$ cat src/logic/host_irq_mask_gate_map.svh
`ifndef HOST_IRQ_MASK_GATE_MAP_SVH
`define HOST_IRQ_MASK_GATE_MAP_SVH

// byte addresses of the two aliases
`define IRQ_MASK_SET_OFS       8'h88
`define IRQ_MASK_CLEAR_OFS     8'h8C
// field positions
`define IRQ_GLOBAL_GATE_BIT    31
`define IRQ_MAKER_BIT          30
`define IRQ_SOFT_BIT           29
`define IRQ_CENSUS_BIT         16
`define IRQ_CENSUS_STICKY_BIT  15
// bits that may hold a one (28 and 14..10 read zero)
`define IRQ_MASK_WRITABLE      32'hEFFF83FF
// reset value of the mask (unknown bits settle to zero)
`define IRQ_MASK_RESET         32'h00000000
// value answered to an unmapped read
`define IRQ_UNMAPPED_READ      32'h00000000
// number of event sources
`define IRQ_SOURCES            32

`endif

$ cat src/logic/host_irq_mask_gate_pkg.sv
package host_irq_mask_gate_pkg;
    // bus slave phase
    typedef enum logic [1:0] {
        BUS_IDLE,
        BUS_ANSWER
    } bus_state_t;
    // register word
    typedef logic [31:0] word_t;
endpackage : host_irq_mask_gate_pkg

$ cat src/logic/host_irq_mask_gate.sv
`timescale 1ns/1ps
`include "host_irq_mask_gate_map.svh"

module host_irq_mask_gate (
    input  wire logic        i_core_clk,          // 40 MHz core clock
    input  wire logic        i_rst_n,             // async reset, active low
    input  wire logic [7:0]  i_avs_address,       // byte address
    input  wire logic        i_avs_read,          // read request
    input  wire logic        i_avs_write,         // write request
    input  wire logic [31:0] i_avs_writedata,     // write data
    input  wire logic [3:0]  i_avs_byteenable,    // byte lanes
    input  wire logic [31:0] i_irq_event,         // event register contents
    output logic      [31:0] o_avs_readdata,      // read data, registered
    output logic             o_avs_waitrequest,   // stall, registered
    output logic             o_irq,               // external interrupt request
    output logic      [31:0] o_irq_mask           // current mask contents
);
    host_irq_mask_gate_pkg::bus_state_t bus_state_reg;   // slave phase
    host_irq_mask_gate_pkg::word_t      mask_reg;        // mask storage
    host_irq_mask_gate_pkg::word_t      mask_next;       // next mask
    host_irq_mask_gate_pkg::word_t      lane_mask;       // byte-enable expansion
    host_irq_mask_gate_pkg::word_t      read_value;      // decoded read word
    logic [31:0]                        pending;         // per-source masked events
    logic                               take;            // request accepted this edge
    logic                               hit_set;         // set alias addressed
    logic                               hit_clear;       // clear alias addressed

    // alias decode
    assign hit_set   = (i_avs_address == `IRQ_MASK_SET_OFS);
    assign hit_clear = (i_avs_address == `IRQ_MASK_CLEAR_OFS);
    // a request is taken in the idle phase
    assign take = (bus_state_reg == host_irq_mask_gate_pkg::BUS_IDLE)
                  & (i_avs_read | i_avs_write);

    // byte enables to a bit mask
    always_comb begin
        lane_mask = {{8{i_avs_byteenable[3]}}, {8{i_avs_byteenable[2]}},
                     {8{i_avs_byteenable[1]}}, {8{i_avs_byteenable[0]}}};
    end

    // set and clear alias write effects
    always_comb begin
        mask_next = mask_reg;
        if (take && i_avs_write) begin
            if (hit_set) begin
                // ones set, zeros leave the bit alone
                mask_next = mask_reg | (i_avs_writedata & lane_mask);
            end else if (hit_clear) begin
                // ones clear, zeros leave the bit alone
                mask_next = mask_reg & ~(i_avs_writedata & lane_mask);
            end
        end
        // reserved bits forced to zero
        mask_next = mask_next & `IRQ_MASK_WRITABLE;
    end

    // read decode: both aliases give the same word
    always_comb begin
        if (hit_set || hit_clear) begin
            read_value = mask_reg;
        end else begin
            read_value = `IRQ_UNMAPPED_READ; // unmapped reads zero
        end
    end

    // mask storage
    always_ff @(posedge i_core_clk or negedge i_rst_n) begin
        if (!i_rst_n) begin
            mask_reg <= `IRQ_MASK_RESET;
        end else begin
            mask_reg <= mask_next;
        end
    end

    // slave phase: one wait cycle, then answer
    always_ff @(posedge i_core_clk or negedge i_rst_n) begin
        if (!i_rst_n) begin
            bus_state_reg <= host_irq_mask_gate_pkg::BUS_IDLE;
        end else begin
            case (bus_state_reg)
                host_irq_mask_gate_pkg::BUS_IDLE: begin
                    if (take) begin
                        bus_state_reg <= host_irq_mask_gate_pkg::BUS_ANSWER;
                    end
                end
                host_irq_mask_gate_pkg::BUS_ANSWER: begin
                    bus_state_reg <= host_irq_mask_gate_pkg::BUS_IDLE;
                end
                default: begin
                    bus_state_reg <= host_irq_mask_gate_pkg::BUS_IDLE;
                end
            endcase
        end
    end

    // waitrequest: low only in the answer cycle
    always_ff @(posedge i_core_clk or negedge i_rst_n) begin
        if (!i_rst_n) begin
            o_avs_waitrequest <= 1'b1;
        end else begin
            o_avs_waitrequest <= ~take;
        end
    end

    // read data captured at accept
    always_ff @(posedge i_core_clk or negedge i_rst_n) begin
        if (!i_rst_n) begin
            o_avs_readdata <= 32'h00000000;
        end else if (take && i_avs_read) begin
            o_avs_readdata <= read_value;
        end
    end

    // mask copy for observation
    always_ff @(posedge i_core_clk or negedge i_rst_n) begin
        if (!i_rst_n) begin
            o_irq_mask <= `IRQ_MASK_RESET;
        end else begin
            o_irq_mask <= mask_next;
        end
    end

    // per-source and of mask and event
    irq_source_gate u_gate (
        .i_core_clk (i_core_clk),
        .i_rst_n    (i_rst_n),
        .i_mask     (mask_reg),
        .i_event    (i_irq_event),
        .o_pending  (pending)
    );

    // external interrupt: global gate over any enabled source
    always_ff @(posedge i_core_clk or negedge i_rst_n) begin
        if (!i_rst_n) begin
            o_irq <= 1'b0;
        end else begin
            o_irq <= mask_reg[`IRQ_GLOBAL_GATE_BIT]
                     & (|pending[`IRQ_GLOBAL_GATE_BIT-1:0]);
        end
    end
endmodule : host_irq_mask_gate

$ cat src/logic/irq_source_gate.sv
`timescale 1ns/1ps
`include "host_irq_mask_gate_map.svh"

// per-source and gate: one registered pending bit per source
module irq_source_gate (
    input  wire logic                        i_core_clk,   // core clock
    input  wire logic                        i_rst_n,      // async reset, active low
    input  wire logic [`IRQ_SOURCES-1:0]     i_mask,       // mask contents
    input  wire logic [`IRQ_SOURCES-1:0]     i_event,      // event contents
    output logic      [`IRQ_SOURCES-1:0]     o_pending     // masked events, registered
);
    genvar g;
    // one flop per source, positions align between mask and event
    generate
        for (g = 0; g < `IRQ_SOURCES; g = g + 1) begin : g_src
            always_ff @(posedge i_core_clk or negedge i_rst_n) begin
                if (!i_rst_n) begin
                    o_pending[g] <= 1'b0;
                end else begin
                    o_pending[g] <= i_mask[g] & i_event[g];
                end
            end
        end
    endgenerate
endmodule : irq_source_gate

$ cat config.mk
export PLATFORM = sky130hd
export DESIGN_NAME = host_irq_mask_gate
export DESIGN_NICKNAME = d
export VERILOG_FILES = /design/src/logic/host_irq_mask_gate_pkg.sv /design/src/logic/host_irq_mask_gate.sv /design/src/logic/irq_source_gate.sv
export VERILOG_INCLUDE_DIRS = /design/src /design/src/logic
export SDC_FILE = /design/constraint.sdc
export NUM_CORES = 1
export LEC_CHECK = 0
export BUFFER_PORTS_ARGS = -buffer_cell sky130_fd_sc_hd__buf_2
export CORE_MARGIN = 4
export CORE_UTILIZATION = 38
export CTS_CLUSTER_SIZE = 10
export DETAILED_ROUTE_END_ITERATION = 7
export PLACE_DENSITY = 0.72
export SYNTH_ARGS = -nofsm -noshare
export SYNTH_HDL_FRONTEND = slang
export SYNTH_SLANG_ARGS = --single-unit
$ cat constraint.sdc
create_clock -name i_core_clk -period 1.95 [get_ports i_core_clk]
set_input_delay 0.39 -clock i_core_clk [delete_from_list [all_inputs] [get_ports i_core_clk]]
set_output_delay 0.39 -clock i_core_clk [all_outputs]
set_load 0.005 [all_outputs]
==> results.yml <==
outcome:
  status: "completed"
grt:
  grt_first_pass_wirelength_mm: 13.6
  grt.overflow.total: 0
  grt_usage_pct: 17.0
  antenna_found_initial: 0
  grt_pass1_vias: 2629
  grt_max_degree: 54
setup_path:
  end_kind: "flop"
  crit_start: "i_avs_address[1]"
  worstPathMaxFanout: 53
  worstPathArrival_ps: 1770
  max_stage_delay_ps: 500
  slowest_stage: "or3_2"
  path_cells: "buf_2 > or3_2 > buf_12 > nor3_4 > buf_4 > a22o_1"
  path_class: "input port to flop"
  reg2reg_from: "bus_state_reg[0]"
  cp_top_family: "simple AND/OR/NAND/NOR gates"
  worst-path-buf-inv: 3
  cp_data_required_time_ps: 2220
  cp-start-kind: "input port"
synth:
  synth_ff_type: "dfrtp_1"
  yosys.cell_count.top_type: "dfrtp_1"
  synth_top_cell_by_area: "dfrtp_1"
  syn_avg_cell_area_um2: 12.7
  yosys_register_bits: 80
  synth_top_area_share_pct: 58.5
  synth-edff-count: 0
  netlist_instances: 266
  synth.area.top_cells: "dfrtp_1, a22o_1, nand4b_1"
  ys_top_cells_by_count: "dfrtp_1, a22o_1, nand4b_1, o31ai_1, o41ai_1"
  syn_area_um2: 3380
  synthArstFlopShare_pct: 100
  yosysSeqAreaShare_pct: 59.3
  synth_cell_type_count: 25
  yosys_warnings: 0
clock_tree:
  ctsResizeCount: 0
  cts_buffer_depth: 2
  hold_buffers: 1
  cts_setup_buffers: 0
  cts-root-buf: "clkbuf_8"
  clk_pin_slew_worst_paths_ps: 80
  clk_latency_ps: 340
  clock-sinks: 80
  cts_tree: "yes"
  htree_levels: 3
  numCtsBuffers: 9
timing:
  worstMarginPinSlew_ps: 531
  min_period_ps: 1500
  slew_headroom_pct: 64.6
  tns_ps: 0
  drv_slew: 0
  fin_crit_sh_pct: 76.9
  grt_setup_unrepaired: "false"
  fin_skew_ps: 11.4
  fmax_ghz: 0.667
  setup_viol: 0
  hold_viol: 0
  fin_ws_ps: 450
placement:
  dpl-instance-area_um2: 4030
  hpwlAfterDp_mm: 6.18
  portBuffers: 120
  place_ws_ps: 124
  gp_congestion: 0.752
floorplanning:
  chipHeight_um: 102
  io_pins: 146
  coreArea_um2: 8680
  die_x_um: 102
  row_count: 34
  die_area_um2: 10500
  start_util_pct: 38.9
pwr:
  powerDensity_nw_per_um2: 763
  p_leak_nw: 2.17
  irDropWorstVdd_v: 0.000330
routing:
  drc_errors: 0
  antenna_left: 0
  totalWireLength_mm: 8.82
  vias: 2716
  dr.pass1.iters: 5
  via_per_inst: 5.52
  drtIter0Drc: 101
  wl_per_cell_um: 17.9
layout:
  fillers: 790
  syn2layout_area_growth_pct: 25.6
  nNetsFinal: 459
  finalInstanceArea_um2: 4240
  drive_gt1_share_pct: 38.3
  antennaDiodeCount: 0
min_path:
  hold_start: "i_irq_event[22]"
  worstHoldPathType: "input port to flop"
flow_run:
  drv_cap: 0
==> where the power goes <==
group	switching, mW	leakage [nW]	total, mW	internal [mW]
logic	0.180	0.965	0.300	0.121
registers	0.0152	1.11	1.70	1.68
clock network	0.578	0.0996	1.24	0.662
total	0.773	2.17	3.24	2.46
==> area by class of cell <==
cell class	instances	area, um2	share of cell area [%]
clock buffers	13	159	3.74
well taps	108	135	3.18
inverters	1	3.75	0.0884
repair buffers	130	706	16.6
flip-flops and latches	80	2000	47.2
clock inverters	3	42.5	1.00
multi-input cells	157	1190	28.2
==> placed cells by master (no fill, tap or decap), types with 2 or more instances in the layout <==
master,n
a22o_1,26
and2_1,25
buf_12,2
buf_2,119
buf_4,8
clkbuf_1,2
clkbuf_8,11
conb_1,12
dfrtp_1,79
nand2b_1,2
nand4b_1,26
nor4_1,5
o31ai_1,26
o41ai_1,26
==> worst paths after layout <==
path	end	slack, ps	depth (start not counted)
worst max-delay path	o_avs_readdata[21]	450	6
worst min-delay path	u_gate.o_pending[22]	250	2
worst max register to register	o_avs_readdata[21]	530	4
worst min register to register	o_avs_readdata[15]	510	1
max in group asynchronous	asynchronous set/reset pin	900	3
min in group asynchronous	o_avs_readdata[5]	450	2
==> layer usage <==
metal  track usage (%)  vias up  wire length (um)
li1                  -     1239                 -
met1              23.0     1356              3810
met2              27.7      114              4340
met3              3.62        7               580
met4              5.05        0                94
met5                 0        -                 0
==> logic make-up after synthesis <==
logic type             Yosys count  synth area share [%]
DFF                             80                  59.3
other                            1                 0.111
AOI/OAI and AO/OA               79                  19.5
buffers and inverters           40                  6.74
and+or+nand+nor                 66                  14.4
==> per-stage QoR <==
step / std cells / power, mW / hold WS [ps] / util [%]
2_1_floorplan: 277 / 1.88 / 94.4 / -
3_3_place_gp: 475 / 2.02 / 265 / 46.5
3_5_place_dp: 475 / 2.03 / 269 / 46.5
4_1_cts: 492 / 3.27 / 244 / 48.9
5_1_grt: 492 / 3.38 / 240 / 48.9
6_report: 492 / 3.24 / 251 / 48.9
==> worst reg2reg max path, stage by stage, from the launching register on <==
cell      delay, ps
dfrtp_1         380
nand2b_1        300
nor3_4          250
buf_4           250
a22o_1          180
Power figures use the tool's default switching activity.
